### src/hdl/ssel_map.vh
// register map, field positions, codes and timing counts of the sync source selector
`ifndef SSEL_MAP_VH
`define SSEL_MAP_VH

`define SSEL_OFS_CTRL      8'h00
`define SSEL_OFS_TRIM      8'h04
`define SSEL_OFS_STATUS    8'h08
`define SSEL_OFS_IRQ_STAT  8'h0C
`define SSEL_OFS_IRQ_MASK  8'h10
`define SSEL_OFS_TIME      8'h14

`define SSEL_CTRL_MODE     3:0
`define SSEL_CTRL_PRIO     4
`define SSEL_CTRL_RST      5'h00
`define SSEL_TRIM_RST      16'h8000

`define SSEL_MODE_CRYSTAL  4'h0
`define SSEL_MODE_ENH      4'h1
`define SSEL_MODE_SAT      4'h2
`define SSEL_MODE_PULSE    4'h3
`define SSEL_MODE_SERIAL   4'h4
`define SSEL_MODE_ANALOG   4'h5
`define SSEL_MODE_SAT_SAFE 4'h6
`define SSEL_MODE_PLS_SAFE 4'h7
`define SSEL_MODE_ANA_SAFE 4'h8
`define SSEL_MODE_MS_SAT   4'h9
`define SSEL_MODE_MS_PLS   4'hA

`define SSEL_SRC_NONE      2'h0
`define SSEL_SRC_SAT       2'h1
`define SSEL_SRC_PLS       2'h2
`define SSEL_SRC_SER       2'h3

`define SSEL_ST_INVALID    2'h0
`define SSEL_ST_CRYSTAL    2'h1
`define SSEL_ST_SYNC       2'h2

`define SSEL_IRQ_FAILOVER  0
`define SSEL_IRQ_RETURN    1
`define SSEL_IRQ_MISMATCH  2
`define SSEL_IRQ_REJECT    3
`define SSEL_IRQ_REFUSED   4
`define SSEL_IRQ_BLOCKED   5
`define SSEL_IRQ_W         6

`define SSEL_ALT_MS        1000
`define SSEL_CLK_KHZ       40000

`endif

### src/hdl/ssel_top.v
// sync source selector: mode control, safety cross-check, multi-source failover, ahb-lite regs
`include "ssel_map.vh"

// Notes on behaviour
// - while a remote session runs, all keypad input is blocked.
// - while the keypad is in use, remote connection attempts are refused.
// - crystal-only mode free-runs; trim value is set by software.
// - locked to a source, time comes from it and it steers the crystal.
// - enhanced crystal, analog and analog safety modes cannot be selected.
// - pulse mode takes time from the pulse train and may steer with it.
// - serial mode takes time from the serial string and may steer with it.
// - safety mode needs two valid sources before synchronizing.
// - safety mode compares time and status; any mismatch withholds sync.
// - safety pairs are satellite with serial, and pulse with serial.
// - multi-source mode watches both of its sources' status all the time.
// - a user priority picks between sources of equal status.
// - the primary is used for as long as it reports sync.
// - primary lost, switch to secondary only if the secondary reports sync.
// - satellite plus serial mode: either primary; display alternates, primary marked.
// - pulse plus serial mode: either source may be primary.
module ssel_top #(
	parameter ALT_CYC = `SSEL_ALT_MS * `SSEL_CLK_KHZ
) (
	input  wire        ref_clk,
	input  wire        rst,
	input  wire        hsel,
	input  wire [7:0]  haddr,
	input  wire [1:0]  htrans,
	input  wire        hwrite,
	input  wire [2:0]  hsize,
	input  wire [31:0] hwdata,
	input  wire        hready,
	output reg  [31:0] hrdata,
	output reg         hreadyout,
	output reg         hresp,
	input  wire [1:0]  sat_status,
	input  wire [31:0] sat_info,
	input  wire [1:0]  pls_status,
	input  wire [31:0] pls_info,
	input  wire [1:0]  ser_status,
	input  wire [31:0] ser_info,
	input  wire        keypad_press,
	input  wire        keypad_busy,
	input  wire        remote_req,
	output reg         keypad_pass,
	output reg         remote_ack,
	output reg  [1:0]  sel_source,
	output reg  [1:0]  sync_state,
	output reg         steer_en,
	output reg  [15:0] trim_out,
	output reg  [31:0] time_out,
	output reg  [1:0]  disp_tag,
	output reg         disp_primary,
	output reg         irq
);

	// every source line arrives from another board: two flops before use
	localparam SW = 2 + 32;
	reg  [3*SW+2:0] pin_meta_reg;
	reg  [3*SW+2:0] pin_sync_reg;
	wire [3*SW+2:0] pin_raw = {keypad_press, keypad_busy, remote_req,
		sat_status, sat_info, pls_status, pls_info, ser_status, ser_info};

	always @(posedge ref_clk) begin
		if (rst) begin
			pin_meta_reg <= {(3*SW+3){1'b0}};
			pin_sync_reg <= {(3*SW+3){1'b0}};
		end else begin
			pin_meta_reg <= pin_raw;
			pin_sync_reg <= pin_meta_reg;
		end
	end

	wire        kp_press = pin_sync_reg[3*SW+2];
	wire        kp_busy  = pin_sync_reg[3*SW+1];
	wire        rm_req   = pin_sync_reg[3*SW];
	wire [1:0]  st_sat   = pin_sync_reg[3*SW-1 -: 2];
	wire [31:0] in_sat   = pin_sync_reg[3*SW-3 -: 32];
	wire [1:0]  st_pls   = pin_sync_reg[2*SW-1 -: 2];
	wire [31:0] in_pls   = pin_sync_reg[2*SW-3 -: 32];
	wire [1:0]  st_ser   = pin_sync_reg[SW-1 -: 2];
	wire [31:0] in_ser   = pin_sync_reg[SW-3 -: 32];

	// registers
	reg  [4:0]              ctrl_reg;
	reg  [15:0]             trim_reg;
	reg  [`SSEL_IRQ_W-1:0]  irq_stat_reg;
	reg  [`SSEL_IRQ_W-1:0]  irq_mask_reg;
	reg                     session_reg;
	reg                     ever_sync_reg;
	reg                     mismatch_reg;
	reg  [1:0]              prev_src_reg;
	reg                     dp_valid_reg;
	reg                     dp_write_reg;
	reg  [7:0]              dp_addr_reg;
	reg  [25:0]             alt_cnt_reg;
	reg                     alt_phase_reg;

	wire [3:0] mode = ctrl_reg[`SSEL_CTRL_MODE];
	wire       prio = ctrl_reg[`SSEL_CTRL_PRIO];

	// ahb-lite: zero wait states, write data lands in the data phase
	wire ap_take = hsel & htrans[1] & hready;
	wire wr_en   = dp_valid_reg & dp_write_reg;

	wire [3:0] wr_mode = hwdata[3:0];
	wire mode_bad = (wr_mode == `SSEL_MODE_ENH) | (wr_mode == `SSEL_MODE_ANALOG) |
		(wr_mode == `SSEL_MODE_ANA_SAFE) | (wr_mode > `SSEL_MODE_MS_PLS);
	wire wr_ctrl  = wr_en & (dp_addr_reg == `SSEL_OFS_CTRL);
	wire wr_trim  = wr_en & (dp_addr_reg == `SSEL_OFS_TRIM);
	wire wr_clr   = wr_en & (dp_addr_reg == `SSEL_OFS_IRQ_STAT);
	wire wr_mask  = wr_en & (dp_addr_reg == `SSEL_OFS_IRQ_MASK);

	// source choice
	reg  [1:0] cand_src;
	reg  [1:0] prim_src;
	reg  [1:0] sec_src;
	reg  [1:0] prim_st;
	reg  [1:0] sec_st;
	reg        safety_bad;
	reg [31:0] prim_info;
	reg [31:0] sec_info;

	always @* begin
		cand_src   = `SSEL_SRC_NONE;
		prim_src   = `SSEL_SRC_NONE;
		sec_src    = `SSEL_SRC_NONE;
		prim_st    = `SSEL_ST_INVALID;
		sec_st     = `SSEL_ST_INVALID;
		prim_info  = 32'h0000_0000;
		sec_info   = 32'h0000_0000;
		safety_bad = 1'b0;
		case (mode)
		`SSEL_MODE_SAT: begin
			if (st_sat == `SSEL_ST_SYNC) cand_src = `SSEL_SRC_SAT;
		end
		`SSEL_MODE_PULSE: begin
			if (st_pls == `SSEL_ST_SYNC) cand_src = `SSEL_SRC_PLS;
		end
		`SSEL_MODE_SERIAL: begin
			if (st_ser == `SSEL_ST_SYNC) cand_src = `SSEL_SRC_SER;
		end
		`SSEL_MODE_SAT_SAFE, `SSEL_MODE_PLS_SAFE: begin
			// radio source paired with the serial string
			prim_st   = (mode == `SSEL_MODE_SAT_SAFE) ? st_sat : st_pls;
			prim_info = (mode == `SSEL_MODE_SAT_SAFE) ? in_sat : in_pls;
			if (prim_st == `SSEL_ST_SYNC && st_ser == `SSEL_ST_SYNC) begin
				if (prim_info == in_ser)
					cand_src = (mode == `SSEL_MODE_SAT_SAFE) ? `SSEL_SRC_SAT : `SSEL_SRC_PLS;
				else
					safety_bad = 1'b1;
			end
		end
		`SSEL_MODE_MS_SAT, `SSEL_MODE_MS_PLS: begin
			// both statuses evaluated every cycle, whichever is in use
			if (prio) begin
				prim_src = `SSEL_SRC_SER;
				prim_st  = st_ser;
				sec_src  = (mode == `SSEL_MODE_MS_SAT) ? `SSEL_SRC_SAT : `SSEL_SRC_PLS;
				sec_st   = (mode == `SSEL_MODE_MS_SAT) ? st_sat : st_pls;
			end else begin
				prim_src = (mode == `SSEL_MODE_MS_SAT) ? `SSEL_SRC_SAT : `SSEL_SRC_PLS;
				prim_st  = (mode == `SSEL_MODE_MS_SAT) ? st_sat : st_pls;
				sec_src  = `SSEL_SRC_SER;
				sec_st   = st_ser;
			end
			// primary wins ties and is taken back as soon as it syncs
			if (prim_st == `SSEL_ST_SYNC)
				cand_src = prim_src;
			else if (sec_st == `SSEL_ST_SYNC)
				cand_src = sec_src;
		end
		default: cand_src = `SSEL_SRC_NONE; // crystal free-runs
		endcase
	end

	reg [31:0] cand_info;
	always @* begin
		case (cand_src)
		`SSEL_SRC_SAT: cand_info = in_sat;
		`SSEL_SRC_PLS: cand_info = in_pls;
		`SSEL_SRC_SER: cand_info = in_ser;
		default:       cand_info = 32'h0000_0000;
		endcase
	end

	wire is_multi = (mode == `SSEL_MODE_MS_SAT) | (mode == `SSEL_MODE_MS_PLS);
	wire failover = is_multi & (cand_src != `SSEL_SRC_NONE) & (cand_src == sec_src) &
		(prev_src_reg != sec_src);
	wire returned = is_multi & (cand_src != `SSEL_SRC_NONE) & (cand_src == prim_src) &
		(prev_src_reg == sec_src);

	// session interlock: whoever holds the panel keeps it
	wire remote_grant = rm_req & (session_reg | ~kp_busy);
	wire refused_ev   = rm_req & ~session_reg & kp_busy;
	wire blocked_ev   = kp_press & session_reg;

	wire [`SSEL_IRQ_W-1:0] irq_ev;
	assign irq_ev[`SSEL_IRQ_FAILOVER] = failover;
	assign irq_ev[`SSEL_IRQ_RETURN]   = returned;
	assign irq_ev[`SSEL_IRQ_MISMATCH] = safety_bad & ~mismatch_reg;
	assign irq_ev[`SSEL_IRQ_REJECT]   = wr_ctrl & mode_bad;
	assign irq_ev[`SSEL_IRQ_REFUSED]  = refused_ev & ~remote_ack;
	assign irq_ev[`SSEL_IRQ_BLOCKED]  = blocked_ev;

	reg [`SSEL_IRQ_W-1:0] irq_stat_next;
	always @* begin
		irq_stat_next = irq_stat_reg;
		if (wr_clr)
			irq_stat_next = irq_stat_next & ~hwdata[`SSEL_IRQ_W-1:0];
		// an event in the clearing cycle survives
		irq_stat_next = irq_stat_next | irq_ev;
	end

	// read mux, sampled in the address phase
	reg [31:0] rd_next;
	always @* begin
		case (haddr)
		`SSEL_OFS_CTRL:     rd_next = {27'h000_0000, ctrl_reg};
		`SSEL_OFS_TRIM:     rd_next = {16'h0000, trim_reg};
		`SSEL_OFS_STATUS:   rd_next = {24'h00_0000, mismatch_reg, session_reg,
			ever_sync_reg, 1'b0, sync_state, sel_source};
		`SSEL_OFS_IRQ_STAT: rd_next = {26'h000_0000, irq_stat_reg};
		`SSEL_OFS_IRQ_MASK: rd_next = {26'h000_0000, irq_mask_reg};
		`SSEL_OFS_TIME:     rd_next = time_out;
		default:            rd_next = 32'h0000_0000;
		endcase
	end

	always @(posedge ref_clk) begin
		if (rst) begin
			dp_valid_reg <= 1'b0;
			dp_write_reg <= 1'b0;
			dp_addr_reg  <= 8'h00;
			hrdata       <= 32'h0000_0000;
			hreadyout    <= 1'b1;
			hresp        <= 1'b0;
			ctrl_reg     <= `SSEL_CTRL_RST;
			trim_reg     <= `SSEL_TRIM_RST;
			irq_stat_reg <= {`SSEL_IRQ_W{1'b0}};
			irq_mask_reg <= {`SSEL_IRQ_W{1'b0}};
			irq          <= 1'b0;
		end else begin
			dp_valid_reg <= ap_take;
			dp_write_reg <= hwrite;
			dp_addr_reg  <= haddr;
			hreadyout    <= 1'b1;
			hresp        <= 1'b0;
			if (ap_take & ~hwrite)
				hrdata <= rd_next;
			if (wr_ctrl) begin
				ctrl_reg[`SSEL_CTRL_PRIO] <= hwdata[`SSEL_CTRL_PRIO];
				if (!mode_bad)
					ctrl_reg[`SSEL_CTRL_MODE] <= wr_mode;
			end
			if (wr_trim)
				trim_reg <= hwdata[15:0];
			if (wr_mask)
				irq_mask_reg <= hwdata[`SSEL_IRQ_W-1:0];
			irq_stat_reg <= irq_stat_next;
			irq          <= |(irq_stat_next & irq_mask_reg);
		end
	end

	// timing core and operator panel
	always @(posedge ref_clk) begin
		if (rst) begin
			session_reg   <= 1'b0;
			keypad_pass   <= 1'b0;
			remote_ack    <= 1'b0;
			sel_source    <= `SSEL_SRC_NONE;
			prev_src_reg  <= `SSEL_SRC_NONE;
			sync_state    <= `SSEL_ST_INVALID;
			steer_en      <= 1'b0;
			trim_out      <= `SSEL_TRIM_RST;
			time_out      <= 32'h0000_0000;
			ever_sync_reg <= 1'b0;
			mismatch_reg  <= 1'b0;
		end else begin
			session_reg  <= remote_grant;
			remote_ack   <= remote_grant;
			keypad_pass  <= kp_press & ~session_reg & ~remote_grant;
			sel_source   <= cand_src;
			prev_src_reg <= cand_src;
			mismatch_reg <= safety_bad;
			trim_out     <= trim_reg;
			steer_en     <= (cand_src != `SSEL_SRC_NONE);
			if (cand_src != `SSEL_SRC_NONE) begin
				time_out      <= cand_info;
				ever_sync_reg <= 1'b1;
				sync_state    <= `SSEL_ST_SYNC;
			end else if (ever_sync_reg || mode == `SSEL_MODE_CRYSTAL) begin
				sync_state    <= `SSEL_ST_CRYSTAL;
			end else begin
				sync_state    <= `SSEL_ST_INVALID;
			end
		end
	end

	// display: multi-source modes alternate the two tags, primary marked
	always @(posedge ref_clk) begin
		if (rst) begin
			alt_cnt_reg   <= 26'h000_0000;
			alt_phase_reg <= 1'b0;
			disp_tag      <= `SSEL_SRC_NONE;
			disp_primary  <= 1'b0;
		end else begin
			if (alt_cnt_reg >= ALT_CYC[25:0] - 26'h000_0001) begin
				alt_cnt_reg   <= 26'h000_0000;
				alt_phase_reg <= ~alt_phase_reg;
			end else begin
				alt_cnt_reg <= alt_cnt_reg + 26'h000_0001;
			end
			if (is_multi) begin
				disp_tag     <= alt_phase_reg ? sec_src : prim_src;
				disp_primary <= ~alt_phase_reg;
			end else begin
				disp_tag     <= cand_src;
				disp_primary <= 1'b0;
			end
		end
	end

endmodule // ssel_top

### config.mk
export PLATFORM = sky130hd
export DESIGN_NAME = ssel_top
export DESIGN_NICKNAME = d
export VERILOG_FILES = /design/src/hdl/ssel_top.v
export VERILOG_INCLUDE_DIRS = /design/src /design/src/hdl
export SDC_FILE = /design/constraint.sdc
export NUM_CORES = 1
export LEC_CHECK = 0
export ABC_AREA = 1
export ABC_CLOCK_PERIOD_IN_PS = 2950
export BUFFER_PORTS_ARGS = -buffer_cell sky130_fd_sc_hd__buf_2
export CORE_ASPECT_RATIO = 1.75
export CORE_UTILIZATION = 56
export CTS_CLUSTER_DIAMETER = 60
export DETAILED_ROUTE_END_ITERATION = 16
export PLACE_DENSITY = 0.8
export SLEW_MARGIN = 15
export SYNTH_ARGS = -nofsm -noshare
export SYNTH_HDL_FRONTEND = slang
export SYNTH_SLANG_ARGS = --single-unit
### constraint.sdc
create_clock -name ref_clk -period 2.95 [get_ports ref_clk]
set_input_delay 0.295 -clock ref_clk [delete_from_list [all_inputs] [get_ports ref_clk]]
set_output_delay 0.295 -clock ref_clk [all_outputs]
set_load 0.05 [all_outputs]
-- Word-level counts from Yosys, hierarchy flattened
Cells that the tools add are included.
- register bits after elaboration: 373
- bits in latches: 0
- bits in writable memories: 0
- ROM bits: 0
- input port bits: 155
- output and inout bits: 93
- word-level logic and storage cells: 144
- memories: 0
- add/sub/neg operators: 1
- $mul: 0
- divide/modulo/power cells: 0
- magnitude comparators: 2
- equality and inequality tests: 32
- shift-type cells: 0
- muxes and demuxes: 31
- bitwise gates (word level): 39
- reductions and logical operators: 13
- operators with widths (kind ; count):
    32-bit case mux with 6 select lines ; 1
    32-bit case mux with 3 select lines ; 1
    2-bit two-way mux ; 21
    32-bit equality test ; 1
    32-bit two-way mux ; 1
    26-bit by 1-bit adder with 26-bit output, second input constant ; 1
    26-bit greater-or-equal comparator, second input constant ; 1
    8-bit by 4-bit equality test with 1-bit output, second input constant ; 3
    8-bit by 5-bit equality test with 1-bit output, second input constant ; 3
    1-bit bitwise AND ; 22
    2-bit equality test, second input constant ; 8
    4-bit by 3-bit equality test with 1-bit output, second input constant ; 4
    8-bit by 3-bit equality test with 1-bit output, second input constant ; 2
    8-bit zero test ; 2
    6-bit bitwise AND ; 2
    4-bit equality test, second input constant ; 3
    2-bit case mux with 5 select lines ; 1
    2-bit OR reduction ; 5
    4-bit by 2-bit equality test with 1-bit output, second input constant ; 2
    1-bit inverter ; 8
    2-bit equality test ; 3
    6-bit two-way mux ; 1
    6-bit inverter ; 1
    6-bit OR ; 1
    other kinds (12) ; 20

-- Depth between registers and ports, before layout
Gate-level depths: netlist of the first run.
- word-level depth: 15
- depth in mapped cells: 22
- depth with buffers taken out: 21

-- Worst setup path before layout of the first run
No wires, ideal clock.
- path type: flip-flop to flip-flop
- start point: reg ctrl_reg[0]
- end point: reg time_out[21]
- setup time: 0.132 ns
- arrival time: 2.269 ns
- slack: 0.549 ns
- stages on the path, launching flop included: 22
- period minus slack after synthesis: 2.401 ns
- path through: dfxtp_1 -> inv_2 -> nand2_2 -> nor2_4 -> buf_6 -> nand2_1 -> nand2_1 -> nand2_1 -> nand2_1 -> nand2_1 -> nor2_1 -> nand2_1 -> nor2_2 -> nand3_4 -> nand2_8 -> inv_6 -> buf_6 -> nand2_8 -> buf_12 -> o22ai_2 -> a21oi_2 -> a21oi_1
- word-level cells in the longest chain between the ends: 10
- elaborated cells between the ends (all ways): 35
- classes of those cells: 14 x eq/ne; 17 x mux; 4 x reduce/logical
- RTL lines (element ; RTL line ; RTL):
    start: declaration ; ssel_top.v:85 ; reg [4:0] ctrl_reg;
    start signal: assignment ; ssel_top.v:238 ; ctrl_reg <= `SSEL_CTRL_RST;
    start signal: indexed assignment ; ssel_top.v:252 ; ctrl_reg[`SSEL_CTRL_PRIO] <= hwdata[`SSEL_CTRL_PRIO];
    start signal: indexed assignment ; ssel_top.v:254 ; ctrl_reg[`SSEL_CTRL_MODE] <= wr_mode;
    4-bit equality test ; ssel_top.v:133 ; case (mode)
    2-bit two-way mux ; ssel_top.v:160, ssel_top.v:163 ;
    2-bit two-way mux ; ssel_top.v:156 ; if (prio) begin
    2-bit two-way mux ; ssel_top.v:133 ;
    2-bit equality test (no source line) ; n/a ;
    2-bit two-way mux ; ssel_top.v:170 ; else if (sec_st == `SSEL_ST_SYNC)
    2-bit two-way mux ; ssel_top.v:168 ; if (prim_st == `SSEL_ST_SYNC)
    2-bit case mux with 5 select lines * ; ssel_top.v:133 ;
    2-bit equality test or 2-bit by 1-bit equality test with 1-bit output (tied branches) ; ssel_top.v:179 ; case (cand_src)
    32-bit case mux with 3 select lines ; ssel_top.v:179 ;
    end signal: assignment ; ssel_top.v:289 ; time_out <= cand_info;
    end: declaration ; ssel_top.v:51 ; output reg [31:0] time_out,
Every way passes the cells marked *; elsewhere a longest branch is shown, timed or not. The select of a mux whose other input is x is not followed.
A chain may end at the register's enable or synchronous reset.

-- Final worst setup path of the first run
- start point: reg ctrl_reg[3]
- end point: reg time_out[10]
Same word-level chain as after synthesis.

==> results of run 1 <==
report_power, final:
group | total, W | internal (W) | switching [W]
Sequential | 0.00524 | 0.00517 | 0.0000639
Clock | 0.00415 | 0.00234 | 0.00181
Combinational | 0.000668 | 0.000289 | 0.000379
layer usage:
layer | wire length [um] | global-route usage | part of all wire | vias up
met1 | 14480 | 0.3094 | 0.38 | 5808
met3 | 1751 | 0.03245 | 0.046 | 132
li1 | - | - | - | 6426
met5 | 0 | 0 | 0 | -
met2 | 19650 | 0.5325 | 0.51 | 445
met4 | 2500 | 0.1969 | 0.065 | 0
synthesized netlist by cell type, types with 3 or more instances:
library cell / n / area [um2]
sky130_fd_sc_hd__nor2_1: 314 / 1179
sky130_fd_sc_hd__nor3_1: 20 / 100.1
sky130_fd_sc_hd__o221ai_2: 10 / 150.1
sky130_fd_sc_hd__a41oi_1: 5 / 43.79
sky130_fd_sc_hd__a21oi_1: 94 / 470.5
sky130_fd_sc_hd__buf_6: 7 / 78.83
sky130_fd_sc_hd__buf_4: 8 / 60.06
sky130_fd_sc_hd__xnor2_1: 3 / 26.28
sky130_fd_sc_hd__buf_2: 4 / 20.02
sky130_fd_sc_hd__o2111ai_1: 3 / 26.28
sky130_fd_sc_hd__nand3b_1: 4 / 30.03
sky130_fd_sc_hd__nor4_1: 3 / 18.77
sky130_fd_sc_hd__nand3_1: 89 / 445.4
sky130_fd_sc_hd__nand2_1: 333 / 1250
sky130_fd_sc_hd__clkbuf_1: 50 / 187.7
sky130_fd_sc_hd__o21ai_0: 67 / 335.3
sky130_fd_sc_hd__o211ai_1: 6 / 45.04
sky130_fd_sc_hd__a21oi_2: 4 / 35.03
sky130_fd_sc_hd__nor3b_1: 3 / 22.52
sky130_fd_sc_hd__o21ai_1: 19 / 95.09
sky130_fd_sc_hd__nor2_2: 5 / 31.28
sky130_fd_sc_hd__xor2_1: 8 / 70.07
sky130_fd_sc_hd__dfxtp_1: 372 / 7447
sky130_fd_sc_hd__inv_1: 402 / 1509
sky130_fd_sc_hd__o22ai_1: 15 / 93.84
sky130_fd_sc_hd__nand4_1: 4 / 25.02
sky130_fd_sc_hd__o22ai_2: 11 / 137.6
sky130_fd_sc_hd__nand2_8: 4 / 80.08
sky130_fd_sc_hd__inv_2: 4 / 15.01
final timing paths:
| check | from | endpoint | slack [ps] | depth (start not counted) |
|---|---|---|---|---|
| max reg2reg | ctrl_reg[3] | time_out[10] | 80 | 19 |
| min | hwdata[5] | trim_reg[5] | 10 | 3 |
| max | ctrl_reg[3] | time_out[10] | 80 | 19 |
| min reg2reg | pin_meta_reg[102] | pin_sync_reg[102] | 400 | 2 |
metrics by stage:
stage          instances  instance area, um2  worst slack (ps)  hold slack, ps
6_report            2575               18030             77.68           9.847
5_1_grt             2575               18030            -59.93           22.24
4_1_cts             2568               17910             98.03           5.465
3_5_place_dp        2398               15720             119.3           392.9
3_3_place_gp        2398               15720             191.0           389.4
2_1_floorplan       1904               14340             549.2           388.3
tightest hold or removal path: stages:
cell and delay, ps:
sky130_fd_sc_hd__buf_2 80, sky130_fd_sc_hd__inv_1 60, sky130_fd_sc_hd__a21oi_1 110
cell type report:
| cell class | instances | area, um2 | area share |
|---|---|---|---|
| repair buffers | 372 | 2582 | 0.1433 |
| multi-input cells | 1052 | 5030 | 0.2790 |
| clock inverters | 13 | 157.7 | 0.008745 |
| well taps | 316 | 395.4 | 0.02193 |
| inverters | 408 | 1539 | 0.08537 |
| flip-flops and latches | 372 | 7447 | 0.4131 |
| clock buffers | 41 | 873.3 | 0.04845 |
| diodes | 1 | 2.502 | 0.0001388 |
timing repair:
action / CTS / global route
buffers inserted: 0 / 4
gates resized for setup: 0 / 10
endpoints found under the setup margin: 0 / 40
endpoints found under the hold margin: 116 / 0
hold buffers: 116 / 0
kinds of logic (layout without fill, tap and decap cells):
logic type / count (synthesis) / in the layout / share of synthesized area
fa+ha+maj: 1 / 1 / 0.0008722
other cells: 2 / 3 / 0.0005236
xor+xnor: 11 / 11 / 0.006718
simple gates: 791 / 793 / 0.2308
buf+inv: 482 / 834 / 0.1350
mux: 1 / 1 / 0.0006979
compound gates: 244 / 244 / 0.1061
flops: 372 / 372 / 0.5192
==> reports/qor.yml, run 1 <==
cts-buffers-inserted: 30
port-buffer-count: 225
number_of_buffer_and_inverter_instances_along_the_worst_setup_path: 3
hpwlAfterDp_um: 26390
clock_tree_from_tritoncts: "built"
cts.sinks: 372
clock_tree.root_cell: "sky130_fd_sc_hd__clkbuf_16"
design.die.area_um2: 26280
core-area_um2: 25240
synth_fp_nets: 2060
detail_route.drc_violations: 0
route.antenna.remaining_nets: 0
layout.core_utilization: 0.7142
yosysWarnings: 0
ys_dominant_reg_cell: "sky130_fd_sc_hd__dfxtp_1"
grt_antenna_before_repair: 1
critPathLaunchType: "flop"
final-hold-violation-count: 0
final.setup_skew_ps: 14.10
vias: 12810
max-clock-path-buffers: 3
post_drt_via_cell_ratio: 4.975
cellPowerDensity_nw_per_um2: 557.9
die_x_um: 123.0
wl_um: 38390
critPathMostFrequentCell: "sky130_fd_sc_hd__nand2_1"
drive_above_1_share: 0.1634
insertion_delay_ps: 570
clkTransAtPathRegs_ps: 80
most-common-layout-cells: "402 x sky130_fd_sc_hd__inv_1, 372 x sky130_fd_sc_hd__dfxtp_1, 333 x sky130_fd_sc_hd__nand2_1, 312 x sky130_fd_sc_hd__nor2_1, 224 x sky130_fd_sc_hd__buf_2"
place_congestion: 0.9333
maxSlewViolCount: 0
synth-edff-count: 0
ioPinCount: 248
htreeDepth: 1
power_w: 0.01006
final.fill_count: 2003
maxSlewHeadroom: 0.5304
highest_ir_drop_seen_on_vdd_v: 0.0005006
totalNegativeSetupSlack_ps: 0
crit_chain: "inv_2, nand2_2, nor2_4, buf_12, nand2_1, nand2_1, nand2_1, nand2_1, nand2_1, nor2_1, nand2_1, nor2_4, nand3_4, nand2_8, inv_6, nand2_8, o22ai_2, o21ai_1, o21ai_1"
die_h_um: 213.7
rows: 77
firstDrtPassIters: 5
synth_area_um2: 14340
cp_top_family: "simple AND/OR/NAND/NOR gates"
worstSetupPathType: "flop to flop"
groute.usage.overall: 0.2914
drv_cap: 0
power.leakage_nw: 8.448
worst-slew-pin-transition_ps: 704.4
syn_avg_cell_area_um2: 7.533
drc_marker_count_from_the_first_detailed_route_iteration: 983
grt_remaining_overflow: 0
endpoint_kind: "flop"
vias_in_the_first_global_route: 12400
worst-endpoint-arrival_ps: 3310
post_drt_wl_per_cell_um: 14.91
initial_utilization: 0.5682
clock.fmax_mhz: 348.2
worst_path_largest_cell_delay_ps: 340
layout_worst_path_cycle_share: 0.9737
areaGrowthSynthToFinish_pct: 25.69
worstPathMaxFanout: 27
crit_required_ps: 3390
setup-violations-final: 0
async_flop_share: 0
synth_seq_area_share: 0.5192
grt_max_degree: 164
synth.ff_latch_count: 372
worstHoldPathType: "input pin to flop"
postSynthCellCount: 1904
synth.distinct_cells: 54
crit_slowest_cell: "sky130_fd_sc_hd__dfxtp_1"
finalWorstPathRequiredPeriod_ps: 2872
layout.cells.most_common: "sky130_fd_sc_hd__inv_1"
status: "completed"
grt_first_pass_wirelength_um: 59610
number_of_nets_in_the_final_layout: 2392
No activity file was read; power rests on OpenSTA's default activity.
==> run 2, diff against run 1 <==
Settings changed: ABC_AREA 1 to unset, CORE_UTILIZATION 56 to 55, PLACE_DENSITY 0.8 to 0.79.
==> run 2 against run 1 <==
Net effect: sequential share of layout area shrank 0.40 points; synthesized cell count is 28% lower; total power increased by 3.8%; first-iteration DRC count is 23% lower; fmax shrank 0.77%; register-to-register slack got worse by 20 ps; clock skew about the same; combinational power down 6.3%.
==> reports/qor.yml, run 2 <==
synth_most_common_cell: "sky130_fd_sc_hd__dfxtp_1"
ioPinCount: 248
max-clock-path-buffers: 3
layout_worst_path_cycle_share: 0.9812
firstDrtPassIters: 5
htreeDepth: 1
syn_avg_cell_area_um2: 10.03
grt_max_degree: 99
synth_area_leaders: "sky130_fd_sc_hd__dfxtp_1 54%, sky130_fd_sc_hd__nor2b_1 12%, sky130_fd_sc_hd__mux2i_1 5.7%"
synth_fp_nets: 1533
critPathLaunchType: "flop"
maxSlewViolCount: 0
cts.sinks: 372
route.antenna.remaining_nets: 0
worst-slew-pin-transition_ps: 784.4
areaGrowthSynthToFinish_pct: 31.88
status: "completed"
postSynthCellCount: 1377
die_x_um: 121.8
worstSetupPathType: "flop to flop"
die_h_um: 211.6
critPathMostFrequentCell: "sky130_fd_sc_hd__buf_6"
grt_first_pass_wirelength_um: 60310
clkTransAtPathRegs_ps: 70
layout.cells.most_common: "sky130_fd_sc_hd__dfxtp_1"
synth_top_area_frac: 0.5394
synth-edff-count: 0
worstPathMaxFanout: 9
rows: 76
groute.usage.overall: 0.3103
insertion_delay_ps: 570
crit_slowest_cell: "sky130_fd_sc_hd__dfxtp_2"
yosysWarnings: 0
dp.cells: 1894
crit_required_ps: 3400
final-hold-violation-count: 0
cellPowerDensity_nw_per_um2: 573.1
grt_remaining_overflow: 0
area.sequential_um2: 7450
share_seq_of_total_power: 0.505
ys_dominant_reg_cell: "sky130_fd_sc_hd__dfxtp_1"
worst-endpoint-arrival_ps: 3340
vias_in_the_first_global_route: 11280
maxSlewHeadroom: 0.4770
port-buffer-count: 225
p_sw_w: 0.002238
core-area_um2: 24630
power_w: 0.01044
finalWorstPathRequiredPeriod_ps: 2895
number_of_nets_in_the_final_layout: 1900
endpoint_kind: "flop"
final.setup_skew_ps: 13.75
clock_tree.root_cell: "sky130_fd_sc_hd__clkbuf_16"
power.leakage_nw: 7.355
synth.ff_latch_count: 372
post_drt_via_cell_ratio: 5.456
synth_seq_area_share: 0.5394
most-common-layout-cells: "370 x sky130_fd_sc_hd__dfxtp_1, 256 x sky130_fd_sc_hd__nor2b_1, 224 x sky130_fd_sc_hd__buf_2, 120 x sky130_fd_sc_hd__dlygate4sd3_1, 100 x sky130_fd_sc_hd__nand2_1"
p_comb_frac: 0.060
grt_antenna_before_repair: 1
drc_marker_count_from_the_first_detailed_route_iteration: 761
yosysTopAreaCell: "sky130_fd_sc_hd__dfxtp_1"
power_switching_share: 0.2145
highest_ir_drop_seen_on_vdd_v: 0.0004802
clock_tree_from_tritoncts: "built"
worst_path_largest_cell_delay_ps: 330
hpwlAfterDp_um: 27450
worstHoldPathType: "input pin to flop"
crit_chain: "buf_6, nand4bb_4, buf_6, nand2_1, a21oi_1, a221oi_1, nand4b_1, buf_4, o311ai_4, buf_6, clkbuf_16, buf_4, mux2i_1, o22ai_2"
wl_um: 40730
clkPwrFrac: 0.435
clock.fmax_mhz: 345.5
synth.distinct_cells: 73
place_congestion: 0.9560
drive_above_1_share: 0.2432
final.fill_count: 1682
cell_internal_pwr_w: 0.008197
design.die.area_um2: 25770
synth_area_um2: 13810
drv_cap: 0
multi_input_area_um2: 6028
detail_route.drc_violations: 0
cts-buffers-inserted: 31
vias: 11350
setup-violations-final: 0
post_drt_wl_per_cell_um: 19.57
yosys-top-cells-count: "372 x sky130_fd_sc_hd__dfxtp_1, 256 x sky130_fd_sc_hd__nor2b_1, 100 x sky130_fd_sc_hd__nand2_1, 84 x sky130_fd_sc_hd__nor2_1, 79 x sky130_fd_sc_hd__mux2i_1"
initial_utilization: 0.5606
async_flop_share: 0
final_cell_count_no_fill: 2081
[run 2: routing by layer]
metal	vias to the layer above	global-route usage	wire, um
li1	5355	-	-
met1	5338	0.3115	13980
met2	490	0.5642	21150
met3	170	0.04014	2091
met4	0	0.2452	3506
met5	-	0	0
[run 2: power by group through the flow]
stage | sequential [W] | clock, W | combinational [W]
final | 0.00527 | 0.00454 | 0.000626
after global routing | 0.00527 | 0.00481 | 0.000672
after CTS | 0.00525 | 0.00458 | 0.000599
after detailed placement | 0.00537 | 0 | 0.000474
after global placement | 0.00536 | 0 | 0.000469
after floorplan | 0.00533 | 0 | 0.000284
[run 2: cells by family (layout without fill, tap and decap cells)]
kind of cell | Yosys count | after routing | share of synthesized area
AO/OA/AOI/OAI | 187 | 187 | 0.1044
AND/OR/NAND/NOR | 563 | 563 | 0.2213
buffers and inverters | 116 | 507 | 0.03933
multiplexers | 83 | 83 | 0.06053
adder cells (fa/ha/maj) | 1 | 1 | 0.0009061
XOR/XNOR | 53 | 53 | 0.03362
flip-flops | 372 | 372 | 0.5394
other | 2 | 3 | 0.0005439
[run 2: area by class of cell]
class / instances / share of cell area
Sequential cell: 372 / 0.4091
Multi-Input combinational cell: 889 / 0.3311
Timing Repair Buffer: 416 / 0.1682
Clock buffer: 39 / 0.04755
Tap cell: 312 / 0.02144
Clock inverter: 18 / 0.01546
Inverter: 34 / 0.007009
Antenna cell: 1 / 0.0001374
[run 2: final timing paths]
path	depth (start not counted)	slack, ps	from	to
max reg2reg	14	60	ctrl_reg[3]	time_out[19]
min	3	20	htrans[1]	dp_valid_reg
max	14	60	ctrl_reg[3]	time_out[19]
min reg2reg	1	430	pin_meta_reg[11]	pin_sync_reg[11]
[run 2: worst max-delay path: cells and delay by family, from the launching register on]
family | cells | cell delay [ps]
buffers and inverters | 6 | 970
AOI/OAI and AO/OA | 4 | 720
and+or+nand+nor | 3 | 490
DFF | 1 | 330
muxes | 1 | 250
[run 2: stage by stage]
step | setup TNS [ps] | area [um2] | util | worst slack (ps) | hold slack [ps]
2_1_floorplan | 0 | 13810 | - | 246.6 | 412.9
3_3_place_gp | -22.50 | 15500 | 0.6293 | -6.936 | 421.4
3_5_place_dp | -1556 | 15500 | 0.6293 | -95.63 | 420.4
4_1_cts | 0 | 17860 | 0.7252 | 16.01 | 1.554
5_1_grt | -65.02 | 18210 | 0.7393 | -22.40 | 7.612
6_report | 0 | 18210 | 0.7393 | 55.50 | 24.99
[run 2: what timing repair did]
action	in CTS	in global routing
hold endpoints to repair	120	0
hold buffers	120	0
setup endpoints to repair	35	36
setup buffers	1	4
cloned	0	4
gates resized for setup	2	46
pin swaps	1	4
